**config.mk**
```make
export PLATFORM = sky130hd
export DESIGN_NAME = flash_status_fuse_readout
export DESIGN_NICKNAME = d
export VERILOG_FILES = /design/src/design/flash_status_pkg.sv /design/src/design/fuse_mirror.sv /design/src/design/flash_status_fuse_readout.sv
export VERILOG_INCLUDE_DIRS = /design/src /design/src/design
export SDC_FILE = /design/constraint.sdc
export NUM_CORES = 1
export LEC_CHECK = 0
export BUFFER_PORTS_ARGS = -buffer_cell sky130_fd_sc_hd__buf_2
export CAP_MARGIN = 25
export CORE_UTILIZATION = 35
export CTS_CLUSTER_SIZE = 24
export DETAILED_ROUTE_END_ITERATION = 8
export GPL_TIMING_DRIVEN = 1
export PLACE_DENSITY_LB_ADDON = 0.2
export SKIP_CTS_REPAIR_TIMING = 1
export SYNTH_ARGS = -nofsm -noshare
export SYNTH_HDL_FRONTEND = slang
export SYNTH_HIERARCHICAL = 1
export SYNTH_SLANG_ARGS = --single-unit
```
**constraint.sdc**
```tcl
create_clock -name pclk -period 2.3 [get_ports pclk]
set_clock_uncertainty 0.05 [all_clocks]
set_input_delay 0.115 -clock pclk [delete_from_list [all_inputs] [get_ports pclk]]
set_output_delay 0.115 -clock pclk [all_outputs]
set_load 0.1 [all_outputs]
```
**src/design/flash_status_cfg.svh**
```systemverilog
`ifndef FLASH_STATUS_CFG_SVH
`define FLASH_STATUS_CFG_SVH

// Register byte offsets
`define OFF_STATUS      8'h08
`define OFF_FUSE_HIGH   8'h0C
`define OFF_FUSE_LOW    8'h10
`define OFF_FUSE_CTRL   8'h14

// Status word field positions
`define BIT_READY       0
`define BIT_LOCK_ERR    2
`define BIT_PROG_ERR    3
`define BIT_SECURITY    4
`define BIT_BLANK       5
`define FSZ_LSB         13
`define FSZ_MSB         15
`define LOCK_LSB        16
`define LOCK_MSB        31

// Fuse control word
`define BIT_FREEZE      0
`define FREEZE_RESET    1'b0

// Command word checks
`define CMD_KEY         8'hA5
`define CMD_LAST_CODE   6'h0F

// Defaults
`define FSZ_DEFAULT     3'h5
`define FUSE_COUNT_DEF  32
`define STATUS_RESET    32'h0000_0000

`endif

```
**src/design/flash_status_pkg.sv**
```systemverilog
package flash_status_pkg;

  typedef struct packed {
    logic        lock_err;
    logic        prog_err;
    logic        blank_res;
    logic        freeze;
    logic [1:0]  reported;
    logic        err_resp;
    logic [31:0] rdata;
  } status_s;

  typedef struct packed {
    logic [63:0] bits;
  } fuse_s;

endpackage

```
**src/design/fuse_mirror.sv**
```systemverilog
`include "flash_status_cfg.svh"

module fuse_mirror #(
  parameter int FUSE_COUNT = `FUSE_COUNT_DEF
) (
  input  wire logic        pclk,
  input  wire logic        presetn,
  input  wire logic        freeze,
  input  wire logic [63:0] fuse_raw,
  output logic      [31:0] fuse_low,
  output logic      [31:0] fuse_high
);

  flash_status_pkg::fuse_s cur_reg;
  flash_status_pkg::fuse_s cur_next;
  logic [63:0]             implemented;

  // Unbacked fuse positions are forced low
  for (genvar i = 0; i < 64; i++) begin : g_fuse
    assign implemented[i] = (i < FUSE_COUNT);
  end

  always_comb begin
    cur_next = cur_reg;
    // Freeze lets software read a coherent snapshot of both words
    if (!freeze) begin
      cur_next.bits = fuse_raw & implemented;
    end
  end

  always_ff @(posedge pclk or negedge presetn) begin
    if (!presetn) begin
      cur_reg <= '0;
    end else begin
      cur_reg <= cur_next;
    end
  end

  assign fuse_low  = cur_reg.bits[31:0];
  assign fuse_high = cur_reg.bits[63:32];
endmodule

```
**src/design/flash_status_fuse_readout.sv**
```systemverilog
// Implementation choice: the APB slave port.
`include "flash_status_cfg.svh"

module flash_status_fuse_readout #(
  parameter int       ADDR_W     = 8,
  parameter int       FUSE_COUNT = `FUSE_COUNT_DEF,
  parameter bit [2:0] FSZ_CODE   = `FSZ_DEFAULT
) (
  input  wire logic              pclk,
  input  wire logic              presetn,
  input  wire logic              psel,
  input  wire logic              penable,
  input  wire logic              pwrite,
  input  wire logic [ADDR_W-1:0] paddr,
  input  wire logic [31:0]       pwdata,
  output logic      [31:0]       prdata,
  output logic                   pready,
  output logic                   pslverr,
  input  wire logic              cmd_busy,
  input  wire logic              cmd_write,
  input  wire logic [7:0]        cmd_key,
  input  wire logic [5:0]        cmd_code,
  output logic                   cmd_accept,
  input  wire logic              lock_hit,
  input  wire logic              security_active,
  input  wire logic              blank_done,
  input  wire logic              blank_erased,
  input  wire logic [15:0]       region_lock,
  input  wire logic [63:0]       fuse_raw
);

  flash_status_pkg::status_s cur_reg;
  flash_status_pkg::status_s cur_next;

  logic        setup;
  logic        access;
  logic [7:0]  addr;
  logic        hit_status;
  logic        hit_high;
  logic        hit_low;
  logic        hit_ctrl;
  logic        key_ok;
  logic        code_ok;
  logic        lock_set;
  logic        prog_set;
  logic        status_clr;
  logic [31:0] status_word;
  logic [31:0] fuse_low;
  logic [31:0] fuse_high;

  assign setup  = psel & ~penable;
  assign access = psel & penable;
  assign addr   = 8'(paddr);

  assign hit_status = (addr == `OFF_STATUS);
  assign hit_high   = (addr == `OFF_FUSE_HIGH);
  assign hit_low    = (addr == `OFF_FUSE_LOW);
  assign hit_ctrl   = (addr == `OFF_FUSE_CTRL);

  // Command word screening
  assign key_ok  = (cmd_key == `CMD_KEY);
  assign code_ok = (cmd_code <= `CMD_LAST_CODE);
  // A command landing while busy is refused too
  assign cmd_accept = cmd_write & key_ok & code_ok & ~cmd_busy;

  assign lock_set = lock_hit;
  assign prog_set = cmd_write & (~key_ok | ~code_ok | cmd_busy);

  // Clear happens at the completing edge of a status read
  assign status_clr = access & ~pwrite & hit_status;

  fuse_mirror #(
    .FUSE_COUNT (FUSE_COUNT)
  ) u_fuse (
    .pclk      (pclk),
    .presetn   (presetn),
    .freeze    (cur_reg.freeze),
    .fuse_raw  (fuse_raw),
    .fuse_low  (fuse_low),
    .fuse_high (fuse_high)
  );

  always_comb begin
    status_word = `STATUS_RESET;
    status_word[`BIT_READY]    = ~cmd_busy;
    status_word[`BIT_LOCK_ERR] = cur_reg.lock_err;
    status_word[`BIT_PROG_ERR] = cur_reg.prog_err;
    status_word[`BIT_SECURITY] = security_active;
    status_word[`BIT_BLANK]    = cur_reg.blank_res;
    status_word[`FSZ_MSB:`FSZ_LSB]   = FSZ_CODE;
    status_word[`LOCK_MSB:`LOCK_LSB] = region_lock;
  end

  always_comb begin
    cur_next = cur_reg;

    // Read data is latched in the setup cycle and shown in the access cycle
    if (setup) begin
      cur_next.rdata    = 32'h0000_0000;
      cur_next.reported = 2'b00;
      cur_next.err_resp = 1'b0;
      if (hit_status) begin
        if (!pwrite) begin
          cur_next.rdata    = status_word;
          cur_next.reported = {cur_reg.prog_err, cur_reg.lock_err};
        end
      end else if (hit_high) begin
        if (!pwrite) begin
          cur_next.rdata = fuse_high;
        end
      end else if (hit_low) begin
        if (!pwrite) begin
          cur_next.rdata = fuse_low;
        end
      end else if (hit_ctrl) begin
        if (!pwrite) begin
          cur_next.rdata[`BIT_FREEZE] = cur_reg.freeze;
        end
      end else begin
        cur_next.err_resp = 1'b1;
      end
    end

    // Only the flag values actually returned are cleared; a new event wins
    cur_next.lock_err = lock_set |
      (cur_reg.lock_err & ~(status_clr & cur_reg.reported[0]));
    cur_next.prog_err = prog_set |
      (cur_reg.prog_err & ~(status_clr & cur_reg.reported[1]));

    if (blank_done) begin
      cur_next.blank_res = blank_erased;
    end

    // Status and fuse words take no write; only the control word does
    if (access && pwrite && hit_ctrl) begin
      cur_next.freeze = pwdata[`BIT_FREEZE];
    end
  end

  always_ff @(posedge pclk or negedge presetn) begin
    if (!presetn) begin
      cur_reg.lock_err  <= 1'b0;
      cur_reg.prog_err  <= 1'b0;
      cur_reg.blank_res <= 1'b0;
      cur_reg.freeze    <= `FREEZE_RESET;
      cur_reg.reported  <= 2'b00;
      cur_reg.err_resp  <= 1'b0;
      cur_reg.rdata     <= 32'h0000_0000;
    end else begin
      cur_reg <= cur_next;
    end
  end

  // Fixed one wait-free access: answer in the first access cycle
  assign pready  = access;
  assign pslverr = access & cur_reg.err_resp;
  assign prdata  = cur_reg.rdata;
endmodule

```
# == After elaboration in Yosys (flattened, before gate mapping) ==
# Cells that the tools add are included.
# word_totals
input_bits,145
word_cells,54
output_inout_bits,35
ff_bits,71
# op_classes
mux,14
n_lt_le_gt_ge,1
n_reduce_logical,2
eq_ne,5
bitwise_logic,24
# ops
op,count
2-to-1 mux 32 bit,4
2-to-1 mux 31 bit,1
equality test 8 x 4 -> 1 bit (second input constant),2
equality test 8 x 5 -> 1 bit (second input constant),2
bitwise AND 1 bit,13
equality test 8 bit (second input constant),1
2-to-1 mux 1 bit,7
NOT 1 bit,7
<= comparator 6 x 4 -> 1 bit (second input constant),1
2-to-1 mux 2 bit,2
bitwise OR 1 bit,4
logical AND 1 bit,2

# == Longest topological paths before layout ==
# Gate-level depths: netlist (run 1).
# logic_depth
word_depth,7
mapped_depth,6

# == Cells and area by module ==
# The synthesis (run 1) kept the hierarchy.
# modules_own_cells
module,n_inst,area_each_um2,cells_each,seq_area_each_um2
flash_status_fuse_readout,1,2438.6,290,975.9
fuse_mirror,1,1589.0,101,800.8

# == Worst setup path after synthesis (run 1) ==
# Ideal clock, no wire load.
# synth_path
kind,input to output
startpoint,input port cmd_key[3]
endpoint,output port cmd_accept
t_arrival_ns,2.211
path_stages,4
setup_slack_ns,-0.076
path_cell_list,nor4b_2 > nand4_1 > or4b_1 > nor2_1
# synth_between
elab_chain_len,4
# synth_rtl
item,line_no,text
"start, declared",flash_status_fuse_readout.sv:21,"input wire logic [7:0] cmd_key,"
equality test 8 bit (no line),-,
bitwise AND 1 bit (3 in series),flash_status_fuse_readout.sv:64,assign cmd_accept = cmd_write & key_ok & code_ok & ~cmd_busy;
"end, declared",flash_status_fuse_readout.sv:23,"output logic cmd_accept,"
# No other way between the ends.

# == Worst setup path in the final report (run 1) ==
# Same ends and word-level chain as after synthesis.

==> results of run 1 <==
where the power goes:
part / leakage [uW] / switching [uW] / internal, uW
Combinational: 0.00159 / 471 / 217
Sequential: 0.000864 / 43.4 / 1320
Clock: 0.000162 / 525 / 1090
through the flow:
| stage | total power, uW | hold slack, ps | instances | setup WS (ps) |
|---|---|---|---|---|
| after global placement | 2012 | 221.6 | 596 | 514.1 |
| after floorplan | 1938 | -230.6 | 422 | 373.1 |
| final | 3668 | -17.66 | 654 | 517.0 |
| after global routing | 3804 | 2.215 | 654 | 430.0 |
| after detailed placement | 2024 | 232.2 | 596 | 504.0 |
| after CTS | 3654 | -124.8 | 612 | 503.9 |
cells by family after synthesis:
logic type,count (synthesis),share of synthesized area
buffers and inverters,92,0.1625
flip-flops,71,0.4411
multiplexers,47,0.1553
other,1,0.0009311
AO/OA/AOI/OAI,69,0.09444
AND/OR/NAND/NOR,111,0.1457
routing by layer:
layer / GRT usage / vias to the layer above
met3: 0.04005 / 9
met2: 0.2120 / 76
met1: 0.2208 / 1347
met5: 0 / -
met4: 0.06286 / 0
li1: - / 1497
worst paths after layout:
check / cells past startpoint / end / slack (ps)
min reg2reg: 2 / prdata[6] / 430
max reg2reg: 2 / u_fuse/cur_reg[31] / 760
max in group asynchronous: 3 / prdata[31] / 1220
max: 6 / cmd_accept / 520
min in group asynchronous: 2 / u_fuse/cur_reg[23] / 390
min: 3 / prdata[22] / -20
final cells by class:
type                            instances  share of cell area
Clock buffer                           11             0.04750
Clock inverter                          5             0.02057
Inverter                                2            0.001469
Multi-Input combinational cell        259              0.3381
Sequential cell                        71              0.3479
Tap cell                              140             0.03428
Timing Repair Buffer                  166              0.2101
placed cells by master (no fill, tap or decap), types with 2 or more instances in the layout:
| cell type | Yosys | routed |
|---|---|---|
| sky130_fd_sc_hd__mux2i_1 | 13 | 13 |
| sky130_fd_sc_hd__o21ai_0 | 27 | 27 |
| sky130_fd_sc_hd__buf_2 | 5 | 111 |
| sky130_fd_sc_hd__a31oi_1 | 10 | 10 |
| sky130_fd_sc_hd__and3_1 | 38 | 38 |
| sky130_fd_sc_hd__conb_1 | 1 | 32 |
| sky130_fd_sc_hd__mux2_4 | 30 | 30 |
| sky130_fd_sc_hd__o21bai_1 | 2 | 2 |
| sky130_fd_sc_hd__inv_1 | 2 | 2 |
| sky130_fd_sc_hd__clkbuf_16 | 0 | 9 |
| sky130_fd_sc_hd__nand2b_1 | 4 | 4 |
| sky130_fd_sc_hd__nor3_2 | 1 | 2 |
| sky130_fd_sc_hd__clkinvlp_4 | 0 | 2 |
| sky130_fd_sc_hd__dlygate4sd3_1 | 0 | 42 |
| sky130_fd_sc_hd__dfrtp_1 | 71 | 70 |
| sky130_fd_sc_hd__nor2_1 | 23 | 22 |
| sky130_fd_sc_hd__nand2_1 | 27 | 27 |
| sky130_fd_sc_hd__nand3_1 | 6 | 6 |
| sky130_fd_sc_hd__buf_4 | 65 | 13 |
| sky130_fd_sc_hd__a21oi_1 | 22 | 22 |
| sky130_fd_sc_hd__o211ai_1 | 2 | 2 |
| sky130_fd_sc_hd__o21ai_1 | 2 | 2 |
| sky130_fd_sc_hd__mux2_2 | 4 | 4 |
| sky130_fd_sc_hd__bufinv_16 | 0 | 3 |
worst max-delay path, delay by kind of cell:
family	cells	cell delay, ps
buffers and inverters	2	520
and+or+nand+nor	4	970
==> results.md, run 1 <==
* Status: finished, violations left
* Violated checks: negative hold slack
* Post-Syn Area at 4028 sq um
* Min-delay src: region_lock[6]
* Chip Width at 109.3 microns
* Count of input and output buffers at 112
* Worst setup path startpoint: cmd_key[3]
* Filler instances at 1,094
* Wire length per cell after detailed routing at 14.07 microns
* Unique cell type count in the Yosys netlist at 38
* Critical path arrival at 1620 ps
* Period utilisation layout at 0.7752
* Register bit count reported by yosys at 71
* Actual transition at the worst max-transition pin at 909.3 ps
* R2R Path Start: cur_reg[35]
* Share of cells above drive strength 1 at 0.3521
* Placed wire-length estimate at 6524 microns
* Most common flop cell mapped by yosys: sky130_fd_sc_hd__dfrtp_1
* Starting DRT DRC Count at 113
* Fraction of synthesized cell area taken by the top area cell type at 0.4411
* Depth of the CTS H-tree at 3
* Sum of routed wire segments on met1 at 4715 microns
* Sequential area share after synthesis at 0.4411
* Synth top area cells: sky130_fd_sc_hd__dfrtp_1, sky130_fd_sc_hd__buf_4, sky130_fd_sc_hd__mux2_4, sky130_fd_sc_hd__and3_1, sky130_fd_sc_hd__o21ai_0
* Met3 wirelength from detailed routing at 444 microns
* Max Clock Freq at 560.9 MHz
* Critical path's largest stage delay at 520 ps
* Area grow syn2layout at 26.87%
* Max Used Layer: met4
* Type of the worst setup path: input port to primary output
* Final-layout setup total negative slack at 0 ps
* Total number of vias at 2,929
* Insertion delay to the later sink of the worst-skew pair at 330 ps
* CP Data Required Time at 2130 ps
* Worst hold-check path type: input port to flop
* Type of element capturing the critical path: primary output
* Boundary pin count at 180
* Number of antenna violations at the first check in global routing at 0
* Number of max-slew violations in the final report at 0
* Final setup fails at 0
* Max-capacitance violation count at 0
* Instance area at placement at 4342 sq um
* # nets final at 654
* Hold Fails Final Rpt at 4
* Most frequent cells after synthesis: sky130_fd_sc_hd__dfrtp_1, sky130_fd_sc_hd__buf_4, sky130_fd_sc_hd__and3_1, sky130_fd_sc_hd__mux2_4
* Pin count of the biggest net entering global routing at 66
* Weighted congestion at the end of routability-driven global placement at 0.7010
* Share of async-settable or async-resettable flops after synthesis at 1.000
* Overall routed net length at 9201 microns
* Core region area at 11,030 sq um
* Dominant cell by count in the synthesized netlist: sky130_fd_sc_hd__dfrtp_1
* Clock slew seen by the registers of the worst setup and hold paths at 60 ps
* Footprint of the multi-input gates at 1728 sq um
* Row Count at 38
* TritonCTS clock tree: yes
* Wire length of the first global-routing pass at 13,340 microns
* Worst Hold Margin at -17.66 ps
* Overflow left after global routing at 0
* Peak supply drop at 0.0003533 V
* Number of warnings printed during yosys synthesis at 6
* Starting utilization of the core area at 0.3651
* Cells after Synth at 391
* Cell type with the highest aggregate area in the netlist: sky130_fd_sc_hd__dfrtp_1
* Final cell utilization of the core at 0.4632
* Post-layout minimum cycle time at 1783 ps
* Critical Path Most Common Cell: sky130_fd_sc_hd__buf_2
* Via/cell ratio at 4.479
* Max-slew headroom at the worst pin at 0.3925
* CP max FO at 2
* Sinks on Clock Net at 71
* DR pass1 iterations at 4
* Power per Cell Area at 717.7 nW/um^2
* Remaining routing DRC violations at 0
* Flip-flop and latch area at 1778 sq um
* Root cell of the clock tree: sky130_fd_sc_hd__clkbuf_16
* Clock tree buffer depth at 2
* Antenna diode count at 0
* Count of flip-flops with a built-in enable after synthesis at 0
* Antenna viol nets, final at 0
* GRT Total Usage at 0.1522
* Final instance area at 5110 sq um
* RSZ-0062 raised after global routing: no
* Via count of the first global-routing pass at 2,548
* Startpoint Class: input port
* Area of the die at 11,940 sq um
* Vertical die dimension at 109.3 microns
* Mean instance size in the synthesized netlist at 10.30 sq um
* Series of cell instances along the critical path: buf_2, nor4b_2, nand4_1, or4b_1, nor2_2, buf_2
* Static leakage power at 0.002616 uW
* Max stage delay cell, worst path: sky130_fd_sc_hd__or4b_1
* Number of buffers inserted during clock tree synthesis at 9
* Routed wl met2 at 3943 microns
Power figures use the tool's default switching activity.
==> inputs of run 2 (changes only) <==
--- a/config.mk
+++ b/config.mk
@@ -6,6 +6,7 @@
 export SDC_FILE = /design/constraint.sdc
 export NUM_CORES = 1
 export LEC_CHECK = 0
+export ABC_AREA = 1
 export BUFFER_PORTS_ARGS = -buffer_cell sky130_fd_sc_hd__buf_2
 export CAP_MARGIN = 25
 export CORE_UTILIZATION = 35
==> constraint.sdc (replaced) <==
create_clock -name pclk -period 1.55 [get_ports pclk]
set_clock_uncertainty 0.05 [all_clocks]
set_input_delay 0.0775 -clock pclk [delete_from_list [all_inputs] [get_ports pclk]]
set_output_delay 0.0775 -clock pclk [all_outputs]
set_load 0.1 [all_outputs]
==> run 2 against run 1 <==
The flow now finishes without violations. Register-to-register slack lost 420 ps. Worst hold slack improved by 97 ps. Flip-flop and latch count is the same. Final cell count is 40% higher. Via count rose by 34%. Clock power is 35% higher.
==> results.md, run 2 <==
* Filler instances at 1,414 (+29%)
* Via/cell ratio at 4.302 (-4.0%)
* Commonest cells after routing, fill and taps aside: sky130_fd_sc_hd__nand2_1, sky130_fd_sc_hd__buf_2, sky130_fd_sc_hd__dfrtp_1
* Period utilisation layout at 0.8906
* Share of async-settable or async-resettable flops after synthesis at 1.000 (unchanged)
* Final setup fails at 0 (unchanged)
* Peak supply drop at 0.0005917 V (+67%)
* Remaining routing DRC violations at 0 (unchanged)
* Chip Width at 118.5 microns (+8.4%)
* Vertical die dimension at 118.5 microns (+8.4%)
* Count of flip-flops with a built-in enable after synthesis at 0 (unchanged)
* Number of buffers inserted during clock tree synthesis at 9 (unchanged)
* Total number of vias at 3,936 (+34%)
* Static leakage power at 0.003072 uW (+17%)
* Core region area at 13,240 sq um (+20%)
* Number of warnings printed during yosys synthesis at 6 (unchanged)
* Sinks on Clock Net at 71 (unchanged)
* Antenna diode count at 0 (unchanged)
* Synth top area cells: sky130_fd_sc_hd__dfrtp_1, sky130_fd_sc_hd__nand2_1, sky130_fd_sc_hd__buf_4, sky130_fd_sc_hd__nand3b_1, sky130_fd_sc_hd__nand3_1
* Wire length per cell after detailed routing at 12.12 microns (-14%)
* # nets final at 879 (+34%)
* Dominant cell by count in the synthesized netlist: sky130_fd_sc_hd__nand2_1
* Clock slew seen by the registers of the worst setup and hold paths at 60 ps (about the same)
* GR Util met2 at 0.2456 (+0.03355)
* Max-capacitance violation count at 0 (unchanged)
* Dpl ws at 242.4 ps (-261.6 ps)
* Unique cell type count in the Yosys netlist at 33 (-13%)
* Starting DRT DRC Count at 231 (+100%)
* Overflow left after global routing at 0 (unchanged)
* Antenna viol nets, final at 0 (unchanged)
* Most frequent cells after synthesis: sky130_fd_sc_hd__nand2_1, sky130_fd_sc_hd__dfrtp_1, sky130_fd_sc_hd__buf_4, sky130_fd_sc_hd__nand3b_1, sky130_fd_sc_hd__nand3_1
* Number of antenna violations at the first check in global routing at 0 (unchanged)
* RSZ-0062 raised after global routing: no
* Startpoint Class: flop
* Area of the die at 14,040 sq um (+18%)
* GRT Total Usage at 0.1619 (+0.009653)
* Insertion delay to the later sink of the worst-skew pair at 330 ps (about the same)
* Switching power as a share of total power at 0.2852 (+0.001748)
* Area grow syn2layout at 20.15%
* Cells after Synth at 627 (+60%)
* CP max FO at 2 (unchanged)
* Worst Slack Setup Final at 169.5 ps (-347.5 ps)
* Share of cells above drive strength 1 at 0.2530 (-0.09910)
* DR pass1 iterations at 6 (+2)
* Hold Fails Final Rpt at 0 (-4)
* Commonest non-fill, non-tap cell in the layout: sky130_fd_sc_hd__nand2_1
* Overall routed net length at 11,090 microns (+21%)
* Final cell utilization of the core at 0.4309 (-0.03232)
* Max stage delay cell, worst path: sky130_fd_sc_hd__buf_2
* Fraction of synthesized cell area taken by the top area cell type at 0.3741 (-0.06705)
* Design Power at 5668 uW (+55%)
* Post-Syn Area at 4750 sq um (+18%)
* Status: finished clean
* Pint at 4052 uW (+54%)
* Via count of the first global-routing pass at 3,716 (+46%)
* Register bit count reported by yosys at 71 (unchanged)
* Critical path's largest stage delay at 440 ps (-80 ps)
* CP Data Required Time at 1420 ps (-710 ps)
* Placed wire-length estimate at 8028 microns (+23%)
* Worst hold-check path type: input port to flop
* Clock group share of total power at 0.382 (-0.058)
* Global-route met3 utilization at 0.03427 (-0.005781)
* Pin count of the biggest net entering global routing at 62 (-6.1%)
* Top delay family on crit path: buffers and inverters
* Critical path arrival at 1250 ps (-370 ps)
* Row Count at 42 (+11%)
* Max Clock Freq at 724.4 MHz
* Final-layout setup total negative slack at 0 ps (unchanged)
* Clock tree buffer depth at 2 (unchanged)
* Root cell of the clock tree: sky130_fd_sc_hd__clkbuf_16
* Boundary pin count at 180 (unchanged)
* Power per Cell Area at 993.2 nW/um^2 (+38%)
* Wire length of the first global-routing pass at 18,220 microns (+37%)
* Weighted congestion at the end of routability-driven global placement at 0.7674 (+9.5%)
* GR Layer Usage met1 at 0.2304 (+0.009525)
* Most Crowded Layer GR: met2
* Count of input and output buffers at 112 (unchanged)
* Cell type with the highest aggregate area in the netlist: sky130_fd_sc_hd__dfrtp_1
* Total instance count after detailed placement at 861 (+44%)
* Combined buffer and inverter count along the critical path at 2 (unchanged)
* Series of cell instances along the critical path: inv_1, nor2_2, buf_2
* Post-layout minimum cycle time at 1380 ps
* Post-route insts no fill at 915 (+40%)
* Type of the worst setup path: flop to primary output
* Starting utilization of the core area at 0.3587 (-0.006477)
* Number of max-slew violations in the final report at 0 (unchanged)
* Sequential area share after synthesis at 0.3741 (-0.06705)
* Type of element capturing the critical path: primary output
* P_sw at 1616 uW (+55%)
* Sequential fraction of design power at 0.425 (+0.053)
* TritonCTS clock tree: yes
* Mean instance size in the synthesized netlist at 7.575 sq um (-26%)
* Power share of the combinational group at 0.193 (+0.005)
* Most common flop cell mapped by yosys: sky130_fd_sc_hd__dfrtp_1
* Depth of the CTS H-tree at 3 (unchanged)
run 2: cell count changes after synthesis, sizes merged, moves of 19 or more:
cell    delta
a21oi     -21
and3      -38
buf       +19
inv       +27
mux2      -34
nand2    +245
nand3     +31
nand3b    +57
run 2: path summary, 6_finish.rpt:
kind	end	start	depth (start not counted)	slack (ps)
setup / recovery	pslverr	cur_reg[32]	3	170
hold / removal	cur_reg[37]	cmd_key[6]	5	80
setup reg to reg	cur_reg[36]	cur_reg[36]	3	340
hold reg to reg	prdata[12]	prdata[12]	2	420
max in group asynchronous	u_fuse/cur_reg[21]	presetn	3	710
min in group asynchronous	prdata[12]	presetn	2	180
run 2: kinds of logic (layout without fill, tap and decap cells):
| kind of cell | Yosys count | in the layout | share of synthesized area |
|---|---|---|---|
| and+or+nand+nor | 406 | 406 | 0.4033 |
| buffers and inverters | 128 | 209 | 0.1926 |
| DFF | 71 | 71 | 0.3741 |
| AOI/OAI and AO/OA | 21 | 21 | 0.02924 |
| other | 1 | 32 | 0.0007895 |
run 2: final cells by class:
type                       count  area (sq um)  share of cell area
clock buffer                   9         225.2             0.03947
clock inverter                 7         87.58             0.01535
inverter                      29         116.4             0.02039
multi-input combinational    459          2180              0.3819
sequential                    71          1777              0.3113
tap                          176         220.2             0.03859
timing repair buffer         164          1101              0.1929
run 2: power by group through the flow:
stage / clock network (uW) / registers (uW) / logic, uW
after global placement: 0 / 2440 / 1000
after detailed placement: 0 / 2440 / 1020
after CTS: 2220 / 2410 / 1030
final: 2170 / 2410 / 1090
after global routing: 2300 / 2460 / 1240
after floorplan: 0 / 2370 / 846
run 2: through the flow:
stage	hold slack [ps]	area (sq um)
2_1_floorplan	-268.1	4871
3_3_place_gp	-9.891	5014
3_5_place_dp	0.1752	5014
4_1_cts	-352.3	5326
5_1_grt	107.4	5707
6_report	78.88	5707
run 2: layer usage:
layer	part of all wire	routed length, microns
met5	0	0
met2	0.45	4977
met1	0.50	5519
met4	0.0096	107
met3	0.044	490
run 2: worst register-to-register path, cell delays in order (launching register included):
cell                            delay [ps]
sky130_fd_sc_hd__dfrtp_1               350
sky130_fd_sc_hd__inv_1                  80
sky130_fd_sc_hd__o21ai_0                70
sky130_fd_sc_hd__dlygate4sd3_1         550
